[config.mk]
export PLATFORM = sky130hd
export DESIGN_NAME = dual_interval_timer
export DESIGN_NICKNAME = d
export VERILOG_FILES = /design/src/include/interval_timer_pkg.sv /design/src/rtl/count_prescaler.sv /design/src/rtl/dual_interval_timer.sv /design/src/rtl/square_wave_out.sv
export SDC_FILE = /design/constraint.sdc
export NUM_CORES = 1
export LEC_CHECK = 0
export ABC_AREA = 1
export BUFFER_PORTS_ARGS = -buffer_cell sky130_fd_sc_hd__buf_2
export CORE_MARGIN = 2
export CORE_UTILIZATION = 40
export CTS_CLUSTER_SIZE = 14
export DETAILED_ROUTE_END_ITERATION = 10
export PLACE_DENSITY_LB_ADDON = 0.2
export SETUP_SLACK_MARGIN = 0.3
export SYNTH_ARGS = -nofsm -noshare
export SYNTH_HDL_FRONTEND = slang
export SYNTH_SLANG_ARGS = --single-unit
[constraint.sdc]
create_clock -name clock -period 2.7 [get_ports clock]
set_input_delay 0.135 -clock clock [delete_from_list [all_inputs] [get_ports clock]]
set_output_delay 0.135 -clock clock [all_outputs]
set_load 0.03 [all_outputs]
[src/include/interval_timer_pkg.sv]
/*
  Constants for the dual 8/16-bit interval timer: register offsets, control
  field positions, reset values and count clock divisors.
  Assumes an 8-bit register port with byte offsets.
*/
package interval_timer_pkg;

  // ----------------------------------------------------------------------
  // Register offsets
  // ----------------------------------------------------------------------
  localparam logic [7:0] first_timer_control_off = 8'h26;
  localparam logic [7:0] second_timer_control_off = 8'h27;
  localparam logic [7:0] upper_compare_data_off = 8'h28;
  localparam logic [7:0] lower_compare_data_off = 8'h29;

  // ----------------------------------------------------------------------
  // Control register fields
  // ----------------------------------------------------------------------
  localparam int flag_bit = 7;
  localparam int irq_enable_bit = 6;
  localparam int square_sel_hi = 5;
  localparam int square_sel_lo = 4;
  localparam int clock_sel_hi = 3;
  localparam int clock_sel_lo = 2;
  localparam int pause_bit = 1;
  localparam int run_bit = 0;

  // ----------------------------------------------------------------------
  // Field codes and reset values
  // ----------------------------------------------------------------------
  localparam logic [1:0] clock_sel_2 = 2'h0;
  localparam logic [1:0] clock_sel_32 = 2'h1;
  localparam logic [1:0] clock_sel_128 = 2'h2;
  localparam logic [1:0] clock_sel_cascade = 2'h3;
  localparam logic [1:0] square_set_low = 2'h1;
  localparam logic [1:0] square_set_high = 2'h2;
  localparam logic [1:0] square_pin_on = 2'h3;
  localparam logic [7:0] control_reset = 8'h00;
  localparam logic [7:0] data_reset = 8'h00;

  // ----------------------------------------------------------------------
  // Timing: system clock cycles per instruction cycle, count clock divisors
  // ----------------------------------------------------------------------
  localparam int inst_cycle_clocks = 4;
  localparam int div_2 = 2;
  localparam int div_32 = 32;
  localparam int div_128 = 128;

endpackage

[src/rtl/count_prescaler.sv]
/*
  Count clock prescaler: instruction-cycle tick and the 2, 32 and 128
  instruction-cycle count clock enables.
  Assumes one system clock and a synchronised active-low reset.
*/
`timescale 1ns/1ps
module count_prescaler #(
  parameter int INST_CLOCKS = interval_timer_pkg::inst_cycle_clocks
) (
  input wire logic clock,
  input wire logic rst_n,
  output logic tick_2,
  output logic tick_32,
  output logic tick_128
);

  typedef struct packed {
    logic [7:0] clk_count;
    logic [6:0] inst_count;
  } prescale_s;

  prescale_s s;
  prescale_s next_s;
  logic inst_tick;

  // ----------------------------------------------------------------------
  // Dividers
  // ----------------------------------------------------------------------
  always_comb
  begin
    next_s = s;
    inst_tick = (s.clk_count == 8'(INST_CLOCKS - 1));
    next_s.clk_count = inst_tick ? 8'h00 : s.clk_count + 8'h01;
    if (inst_tick)
    begin
      next_s.inst_count = s.inst_count + 7'h01;
    end
  end

  always_ff @(posedge clock or negedge rst_n)
  begin
    if (!rst_n)
    begin
      s <= '0;
    end
    else
    begin
      s <= next_s;
    end
  end

  assign tick_2 = inst_tick && (s.inst_count[0] == 1'b1);
  assign tick_32 = inst_tick && (s.inst_count[4:0] == 5'(interval_timer_pkg::div_32 - 1));
  assign tick_128 = inst_tick && (s.inst_count == 7'(interval_timer_pkg::div_128 - 1));

endmodule // count_prescaler

[src/rtl/dual_interval_timer.sv]
/*
  Dual 8-bit interval timer that cascades into one 16-bit timer, with
  compare latches, match flags, one shared interrupt and square outputs.
  Assumes an 8-bit register port on the same clock, read data one cycle
  after the read strobe, and pins resolved outside from the enables.
*/
`timescale 1ns/1ps
module dual_interval_timer #(
  parameter int ADDR_W = 8,
  parameter int INST_CLOCKS = interval_timer_pkg::inst_cycle_clocks
) (
  input wire logic clock,
  input wire logic rstn,
  input wire logic [ADDR_W-1:0] addr,
  input wire logic [7:0] wdata,
  input wire logic write_strobe,
  input wire logic read_strobe,
  output logic [7:0] rdata,
  output logic timer_irq_line,
  output logic first_square_out,
  output logic first_square_oe,
  output logic second_square_out,
  output logic second_square_oe
);

  // ----------------------------------------------------------------------
  // State
  // ----------------------------------------------------------------------
  typedef struct packed {
    logic [1:0][7:0] ctrl;
    logic [1:0][7:0] data;
    logic [1:0][7:0] latch;
    logic [1:0][7:0] count;
    logic [7:0] rdata;
  } timer_s;

  timer_s s;
  timer_s next_s;
  logic [1:0] rst_pipe;
  logic rst_n;
  logic tick_2;
  logic tick_32;
  logic tick_128;
  logic mode16;
  logic [1:0] wr_ctrl;
  logic [1:0] wr_data;
  logic [1:0] start_edge;
  logic [1:0] stop_now;
  logic [1:0] running;
  logic [1:0] tick;
  logic [1:0] match;
  logic [15:0] count16;
  logic [15:0] latch16;

  // ----------------------------------------------------------------------
  // Reset release
  // ----------------------------------------------------------------------
  always_ff @(posedge clock or negedge rstn)
  begin
    if (!rstn)
    begin
      rst_pipe <= 2'h0;
    end
    else
    begin
      rst_pipe <= {rst_pipe[0], 1'b1};
    end
  end

  assign rst_n = rst_pipe[1];

  // ----------------------------------------------------------------------
  // Count clocks
  // ----------------------------------------------------------------------
  count_prescaler #(
    .INST_CLOCKS(INST_CLOCKS)
  ) prescaler (
    .clock(clock),
    .rst_n(rst_n),
    .tick_2(tick_2),
    .tick_32(tick_32),
    .tick_128(tick_128)
  );

  // ----------------------------------------------------------------------
  // Decode and control
  // ----------------------------------------------------------------------
  function automatic logic select_tick(input logic [1:0] sel, input logic t2,
                                       input logic t32, input logic t128);
    logic t;
    t = 1'b0;
    case (sel)
      interval_timer_pkg::clock_sel_2: t = t2;
      interval_timer_pkg::clock_sel_32: t = t32;
      interval_timer_pkg::clock_sel_128: t = t128;
      default: t = 1'b0;
    endcase
    return t;
  endfunction

  always_comb
  begin
    mode16 = (s.ctrl[1][interval_timer_pkg::clock_sel_hi:interval_timer_pkg::clock_sel_lo]
              == interval_timer_pkg::clock_sel_cascade);
    wr_ctrl[0] = write_strobe && (addr == ADDR_W'(interval_timer_pkg::first_timer_control_off));
    wr_ctrl[1] = write_strobe && (addr == ADDR_W'(interval_timer_pkg::second_timer_control_off));
    wr_data[0] = write_strobe && (addr == ADDR_W'(interval_timer_pkg::lower_compare_data_off));
    wr_data[1] = write_strobe && (addr == ADDR_W'(interval_timer_pkg::upper_compare_data_off));
    for (int i = 0; i < 2; i++)
    begin
      // Run bit rising edge and stop
      start_edge[i] = wr_ctrl[i] && wdata[interval_timer_pkg::run_bit]
                      && !s.ctrl[i][interval_timer_pkg::run_bit];
      stop_now[i] = wr_ctrl[i] && !wdata[interval_timer_pkg::run_bit];
      running[i] = s.ctrl[i][interval_timer_pkg::run_bit]
                   && !s.ctrl[i][interval_timer_pkg::pause_bit]
                   && !stop_now[i] && !start_edge[i];
      tick[i] = select_tick(
        s.ctrl[i][interval_timer_pkg::clock_sel_hi:interval_timer_pkg::clock_sel_lo],
        tick_2, tick_32, tick_128);
    end
    count16 = {s.count[1], s.count[0]};
    // Upper byte high, lower byte low
    latch16 = {s.latch[1], s.latch[0]};
  end

  // ----------------------------------------------------------------------
  // Counters, latches, flags and registers
  // ----------------------------------------------------------------------
  always_comb
  begin
    next_s = s;
    match = 2'b00;
    for (int i = 0; i < 2; i++)
    begin
      // Zero clears flag, one leaves it
      if (wr_ctrl[i])
      begin
        next_s.ctrl[i] = {s.ctrl[i][interval_timer_pkg::flag_bit]
                          & wdata[interval_timer_pkg::flag_bit], wdata[6:0]};
      end
      if (wr_data[i])
      begin
        next_s.data[i] = wdata;
      end
    end
    if (mode16)
    begin
      if (start_edge[0])
      begin
        // Load both latch bytes at start
        next_s.latch = s.data;
        next_s.count = '0;
      end
      else if (running[0] && tick[0])
      begin
        if (count16 == latch16)
        begin
          match[0] = 1'b1;
          next_s.count = '0;
          next_s.latch = s.data;
        end
        else
        begin
          next_s.count = count16 + 16'h0001;
        end
      end
    end
    else
    begin
      for (int i = 0; i < 2; i++)
      begin
        if (start_edge[i])
        begin
          next_s.latch[i] = s.data[i];
          next_s.count[i] = 8'h00;
        end
        else if (running[i] && tick[i])
        begin
          if (s.count[i] == s.latch[i])
          begin
            match[i] = 1'b1;
            next_s.count[i] = 8'h00;
            next_s.latch[i] = s.data[i];
          end
          else
          begin
            next_s.count[i] = s.count[i] + 8'h01;
          end
        end
      end
    end
    // Stop write masks match via running
    for (int i = 0; i < 2; i++)
    begin
      // Match sets flag, wins over clear
      if (match[i])
      begin
        next_s.ctrl[i][interval_timer_pkg::flag_bit] = 1'b1;
      end
    end
    // Read data, one cycle later
    next_s.rdata = 8'h00;
    if (read_strobe)
    begin
      case (addr)
        ADDR_W'(interval_timer_pkg::first_timer_control_off): next_s.rdata = s.ctrl[0];
        ADDR_W'(interval_timer_pkg::second_timer_control_off): next_s.rdata = s.ctrl[1];
        ADDR_W'(interval_timer_pkg::upper_compare_data_off): next_s.rdata = s.count[1];
        ADDR_W'(interval_timer_pkg::lower_compare_data_off): next_s.rdata = s.count[0];
        default: next_s.rdata = 8'h00;
      endcase
    end
  end

  always_ff @(posedge clock or negedge rst_n)
  begin
    if (!rst_n)
    begin
      s.ctrl <= {interval_timer_pkg::control_reset, interval_timer_pkg::control_reset};
      s.data <= {interval_timer_pkg::data_reset, interval_timer_pkg::data_reset};
      s.latch <= '0;
      s.count <= '0;
      s.rdata <= 8'h00;
    end
    else
    begin
      s <= next_s;
    end
  end

  assign rdata = s.rdata;

  // ----------------------------------------------------------------------
  // Interrupt
  // ----------------------------------------------------------------------
  // Flag and enable raise the request, the second timer's only outside cascade mode
  // Level form answers enable at once
  assign timer_irq_line =
    (s.ctrl[0][interval_timer_pkg::flag_bit] && s.ctrl[0][interval_timer_pkg::irq_enable_bit])
    || (!mode16 && s.ctrl[1][interval_timer_pkg::flag_bit]
        && s.ctrl[1][interval_timer_pkg::irq_enable_bit]);

  // ----------------------------------------------------------------------
  // Square wave outputs
  // ----------------------------------------------------------------------
  logic [1:0] sq_out;
  logic [1:0] sq_oe;

  generate
    for (genvar g = 0; g < 2; g++)
    begin : g_square
      square_wave_out square (
        .clock(clock),
        .rst_n(rst_n),
        .sel_write(wr_ctrl[g]),
        .sel_value(wdata[interval_timer_pkg::square_sel_hi:interval_timer_pkg::square_sel_lo]),
        .stopped(!s.ctrl[g][interval_timer_pkg::run_bit]),
        .match(match[g]),
        .pin_out(sq_out[g]),
        .pin_oe(sq_oe[g])
      );
    end
  endgenerate

  assign first_square_out = sq_out[0];
  assign first_square_oe = sq_oe[0];
  assign second_square_out = sq_out[1];
  assign second_square_oe = sq_oe[1];

endmodule // dual_interval_timer

[src/rtl/square_wave_out.sv]
/*
  Square wave output control for one timer: level latch, initial level set,
  inversion on each match and pin enable.
  Assumes control write strobes and match pulses on the same clock.
*/
`timescale 1ns/1ps
module square_wave_out (
  input wire logic clock,
  input wire logic rst_n,
  input wire logic sel_write,
  input wire logic [1:0] sel_value,
  input wire logic stopped,
  input wire logic match,
  output logic pin_out,
  output logic pin_oe
);

  typedef struct packed {
    logic level;
    logic [1:0] sel;
  } square_s;

  square_s s;
  square_s next_s;

  // ----------------------------------------------------------------------
  // Level latch
  // ----------------------------------------------------------------------
  always_comb
  begin
    next_s = s;
    if (sel_write)
    begin
      next_s.sel = sel_value;
      if (stopped && sel_value == interval_timer_pkg::square_set_low)
      begin
        next_s.level = 1'b0;
      end
      else if (stopped && sel_value == interval_timer_pkg::square_set_high)
      begin
        next_s.level = 1'b1;
      end
    end
    if (match)
    begin
      next_s.level = ~s.level;
    end
  end

  always_ff @(posedge clock or negedge rst_n)
  begin
    if (!rst_n)
    begin
      s <= '0;
    end
    else
    begin
      s <= next_s;
    end
  end

  assign pin_out = s.level;
  assign pin_oe = (s.sel == interval_timer_pkg::square_pin_on);

endmodule // square_wave_out
Yosys cells after proc, flatten, opt, wreduce, memory -nomap -nowiden
Cells that the tools add are included.
{ "word_totals": {"register_bits": 95, "inputBits": 20, "out_inout_bits": 13, "wordCells": 147} }
{ "op_classes": {"addsub": 5, "n_eq_ne": 21, "n_mux": 45, "bitwise": 4, "reduce_logical": 54} }
{ "ops": {"columns": ["operator", "n"], "rows": [
  ["$mux 8", 16],
  ["$mux 32", 3],
  ["$eq 8x6->1 const B", 4],
  ["$mux 16", 2],
  ["$pmux 8 s4", 1],
  ["$logic_and 1x1->1", 28],
  ["$add 8x1->8 const B", 3],
  ["$mux 1", 19],
  ["$add 16x1->16 const B", 1],
  ["$eq 16x16->1", 1],
  ["$eq 8x8->1", 2],
  ["$reduce_bool 3->1", 5],
  ["$eq 2x2->1 const B", 6],
  ["$logic_not 1->1", 10],
  ["$eq 8x2->1 const B", 1],
  ["$add 7x1->7 const B", 1],
  ["$eq 7x7->1 const B", 1],
  ["$eq 2x1->1 const B", 3],
  ["$mux 3", 2],
  ["$ne 3x1->1 const B", 2],
  ["$pmux 1 s3", 2],
  ["$reduce_and 2->1", 3],
  ["$reduce_bool 2->1", 3],
  ["$eq 5x5->1 const B", 1],
  ["6 further kinds", 9]
]} }

Depth between registers and ports, before layout
{ "depth": {"word_depth": 12, "ltp_mapped": 13, "mapped_depth_nobuf": 12} }

Modules after synthesis
From an unflattened synthesis, not the netlist that was laid out.
{ "hier_totals": {"cells_unflattened": 739, "hier_area_um2": 5362.6} }
{ "by_module_without_submodules": {"columns": ["module", "instances", "cells_per_inst", "area_each_um2", "seq_area_each_um2"], "rows": [
  ["dual_interval_timer", 1, 591, 4260.3, 1851.8],
  ["count_prescaler", 1, 100, 787.0, 375.4],
  ["square_wave_out", 2, 24, 157.7, 75.1]
]} }

Worst setup path after synthesis
OpenSTA, ideal clock, no wires.
{ "synth_path": {"kind": "register to register", "from": "register prescaler.s[0] (netlist bit)", "to": "register s (netlist bit latch16[5])", "setup_ns": 0.117, "t_arrival_ns": 1.647, "t_required_ns": 2.583, "path_slack_ns": 0.937, "stages_incl_launch_ff": 13, "n_path_buf": 1, "period_less_slack_ns": 1.763, "path_cell_list": "dfrtp_1 > ha_1 > nand3_1 > inv_1 > ha_1 > nand3_1 > nand3_2 > nand2_4 > nand2_4 > nand3_4 > buf_6 > nand2_2 > o21ai_2"} }
{ "synth_via": {"elab_chain_len": 6, "elab_cells_between_ends": 9, "classes_between": "2 x eq/ne; 1 x mux; 6 x reduce/logical"} }
{ "synth_lines": {"columns": ["element", "line", "text"], "rows": [
  ["from (decl)", "count_prescaler.sv:22", "prescale_s s;"],
  ["from (signal assigned)", "count_prescaler.sv:48", "s <= next_s;"],
  ["$eq 7x7->1 or $eq 5x5->1 (tied branches)", "count_prescaler.sv:54, count_prescaler.sv:53", null],
  ["$logic_and 1x1->1, on equally long branches", "count_prescaler.sv:54, count_prescaler.sv:53", null],
  ["$pmux 1 s3 (*)", "dual_interval_timer.sv:92", "case (sel)"],
  ["$logic_and 1x1->1 (*)", "dual_interval_timer.sv:155, dual_interval_timer.sv:178", null],
  ["$reduce_bool 2->1 (no line) (*)", null, null],
  ["$reduce_and 3->1 (no line) (*)", null, null],
  ["to (signal assigned)", "dual_interval_timer.sv:228", "s <= next_s;"],
  ["to (decl)", "dual_interval_timer.sv:37", "timer_s s;"]
]} }
Mark *: on every way between the ends. The rest lies on a longest branch, timed or not.
A chain may end at the register's enable or synchronous reset.

Worst setup path in the final report
{ "layout_path": {"from": "register s[67] (netlist bit)", "to": "output timer_irq_line"} }
{ "layout_via": {"elab_chain_len": 5} }
{ "layout_lines": {"columns": ["element", "line", "text"], "rows": [
  ["$eq 2x2->1", "dual_interval_timer.sv:104", "== interval_timer_pkg::clock_sel_cascade);"],
  ["$logic_not 1->1", "dual_interval_timer.sv:241", "|| (!mode16 && s.ctrl[1][interval_timer_pkg::flag_bit]"],
  ["$logic_and 1x1->1", "dual_interval_timer.sv:241", null],
  ["$logic_and 1x1->1", "dual_interval_timer.sv:242", "&& s.ctrl[1][interval_timer_pkg::irq_enable_bit]);"],
  ["$logic_or 1x1->1", "dual_interval_timer.sv:241", null],
  ["to (decl)", "dual_interval_timer.sv:19", "output logic timer_irq_line,"]
]} }
No other way between the ends.

==> impl_metrics.ini <==
[critical_path]
crit_start = s[67]$_DFFE_PN0N_
critPathBufInv = 3
rr_startpoint = count16[6]$_DFFE_PN0P_
path_cells = nand2_1 -> buf_4 -> inv_1 -> o32ai_1 -> buf_2
crit_path_top_delay_cell = dfrtp_1
crit_end = timer_irq_line
rr_endpoint = latch16[7]$_DFFE_PN0P_
arrival_ns = 1.96
worstSetupPathType = reg -> out
cpLargestDelayFamily = buffers and inverters
setup.worst_path.start_class = register
path_depth = 5
critPathMaxStageDelay_ns = 0.44
cp.required_ns = 2.57
r2r_slack_ns = 0.62
rr_worst_depth = 9
crit_fanout = 12
endpoint_kind = output pin

[floorplan]
io_pins = 33
row_count = 41
die-area_mm2 = 0.0140
initial_core_util_pct = 41.1
dieHeight_um = 118
die_x_um = 118
core_mm2 = 0.0127

[route]
drt_iter0_drc = 293
drt-wirelength-per-cell_um = 15.4
routed_via_density = 5.01
drtPass1Iterations = 4
postRouteAntennaNets = 0
wl_mm = 13.5
vias = 4395
drc = 0

[power_and_ir_drop]
p_per_area_mw_per_mm2 = 643
power_switching_w = 0.00121
cell_internal_pwr_w = 0.00252
pwr-share-seq_pct = 44.2
peakVddDrop_uv = 343
swShare_pct = 32.4
leakage_nw = 2.98
power_frac_comb_pct = 21.1
clkPwrFrac_pct = 34.8

[yosys]
ys_warn_count = 0
syn_area_mm2 = 0.00521
postSynthAreaPerCell_um2 = 7.69
postSynthRegisterBits = 91
synth_fp_nets = 703
yosysSeqAreaShare_pct = 43.7
post_synth_num_cell_types = 40
synthCells = 678

[cts]
h-tree-depth = 3
cts_root_buffer = clkbuf_16
numCtsBuffers = 9
clk_path_buf_depth = 2
holdBufCountCts = 1
cts_sinks = 91
cts_resized = 0
postCtsSetupRepairBufs = 0
cts_tree = built
clock_latency_ns = 0.35
clk_pin_slew_ns = 0.07

[layout]
final_nets = 725
n_antenna_cell = 0
finalInstanceArea_mm2 = 0.00579
drive_above_1_share_pct = 14.8
syn2layout_area_growth_pct = 11.2
n_fill_cell = 1303

[grt]
grt_pass1_wl_mm = 22.6
antenna_found_initial = 0
use_met2_pct = 30.2
grt_busiest_layer = met2
grt_use_total_pct = 20.6
grt_max_degree = 53
grt_pass1_vias = 4397
grtUsageMet3_pct = 2.99
grt-ovfl-total = 0
met1_usage_pct = 29.5

[placement]
gp_congestion = 0.872
io_buffer_count = 32
placed_area_mm2 = 0.00548
dp_hpwl_mm = 10.0

[sta]
min_period_ns = 2.09
fin_skew_ns = 0.00760
worstMarginPinSlew_ns = 0.652
timing.slew.headroom_pct = 56.4
fmax_mhz = 478
period_share_pct = 77.4
setup_viol = 0
final-max-slew-violation-count = 0
hold_violations = 0
rsz0062_at_grt = false
fin_tns_setup_ns = 0

[worst_hold_path]
hold_class = in -> reg

[run]
drv_cap = 0

[outcome]
run_status = complete, no violations
kinds of logic after synthesis:
family	synth area share [%]
simple gates	31.1
buf+inv	9.41
flops	43.7
compound gates	9.63
xor+xnor	4.87
fa+ha+maj	1.20
other cells	0.0720
synth_stat cells:
cell        n  share of area (%)
o21ai_1     9               0.86
a21oi_1     9               0.86
nor2_1     53                3.8
o21ai_0    40                3.8
inv_1      73                5.3
xnor2_1     5               0.84
or2_1       1               0.12
a211oi_1    1               0.14
nand3_2     2               0.38
inv_2      16                1.2
nor2_4      4               0.86
dfrtp_1    91                 44
nand2_8     1               0.38
nand3_4     2               0.67
nand4_1    22                2.6
nor2_2      5               0.60
o21ai_2     8                1.3
nor2_8      1               0.38
buf_2       8               0.77
a221oi_1    5               0.84
o221ai_1    1               0.17
nand3_1    27                2.6
or2_0       1               0.12
clkbuf_1    7               0.50
nand3b_1    2               0.29
nand4_4     1               0.41
nor3_1      8               0.77
nand2_1   212                 15
nand2_4     5                1.1
buf_6       2               0.43
nand2_2     5               0.60
o32ai_1     1               0.17
xor2_1     24                4.0
buf_4       9                1.3
or2_2       1               0.12
o22ai_1     6               0.72
a21oi_2     2               0.34
a41oi_1     2               0.34
conb_1      1              0.072
ha_1        5                1.2
placed cells by master, fill, tap and decap left out, types with 6 or more instances in the layout:
master and instances:
a21oi_1 9, buf_2 32, clkbuf_16 9, dfrtp_1 90, inv_1 73, inv_2 16, nand2_1 212, nand3_1 27
nand4_1 22, nor2_1 53, nor3_1 8, o21ai_0 40, o21ai_1 9, o21ai_2 8, o22ai_1 6, xor2_1 24
worst min-delay path by stage:
| stage | to | slack [ns] | startpoint | cells past startpoint |
|---|---|---|---|---|
| final | s[71]$_DFFE_PN0P_ | 0.08 | wdata[7] | 3 |
| after floorplan | rst_pipe[0]$_DFF_PN0_ | -0.16 | rstn | 0 |
| after global routing | rst_pipe[1]$_DFF_PN0_ | 0.1 | rstn | 2 |
| after CTS | s[71]$_DFFE_PN0P_ | 0.06 | wdata[7] | 3 |
| after global placement | rst_pipe[0]$_DFF_PN0_ | -0.08 | rstn | 1 |
| after detailed placement | rst_pipe[0]$_DFF_PN0_ | -0.08 | rstn | 1 |
worst min-delay path, stage by stage:
cell and delay (ns):
buf_2 0.10, o21ai_0 0.09, nand2_1 0.07
registers in the layout, summed over array words and instances (netlist names):
register                 flops
count16                     16
latch16                     16
g_square.square.s            1
rst_pipe                     2
rdata                        8
g_square.square.pin_out      2
prescaler.s                 15
s                           31
stage by stage:
step	total power, W	hold slack (ns)	util (%)	setup WS, ns	instances
2_1_floorplan	0.00222	-0.161	-	0.937	678
3_3_place_gp	0.00243	-0.0778	43.2	0.655	860
3_5_place_dp	0.00244	-0.0787	43.2	0.597	860
4_1_cts	0.00375	0.0634	45.7	0.589	877
5_1_grt	0.00394	0.0956	45.7	0.388	877
6_report	0.00373	0.0797	45.7	0.610	877
routing by layer:
metal,vias up,wire length (um)
li1,2195,-
met1,2092,6910
met2,79,5750
met3,29,387
met4,0,451
met5,-,0
power by group through the flow:
stage          Clock, W  Combinational (W)  Sequential, W
2_1_floorplan         0           0.000586        0.00164
3_3_place_gp          0           0.000764        0.00166
3_5_place_dp          0           0.000772        0.00167
4_1_cts         0.00133           0.000783        0.00164
5_1_grt         0.00138           0.000892        0.00167
6_report        0.00129           0.000785        0.00165
final cells by class:
| type | instances | area, um2 | area share [%] |
|---|---|---|---|
| sequential | 91 | 2280 | 39.4 |
| clock inverter | 3 | 46.3 | 0.799 |
| clock buffer | 13 | 260 | 4.49 |
| inverter | 89 | 334 | 5.77 |
| multi-input combinational | 472 | 2440 | 42.2 |
| timing repair buffer | 37 | 213 | 3.67 |
| tap | 172 | 215 | 3.71 |
(Power assumes the default switching activity.)
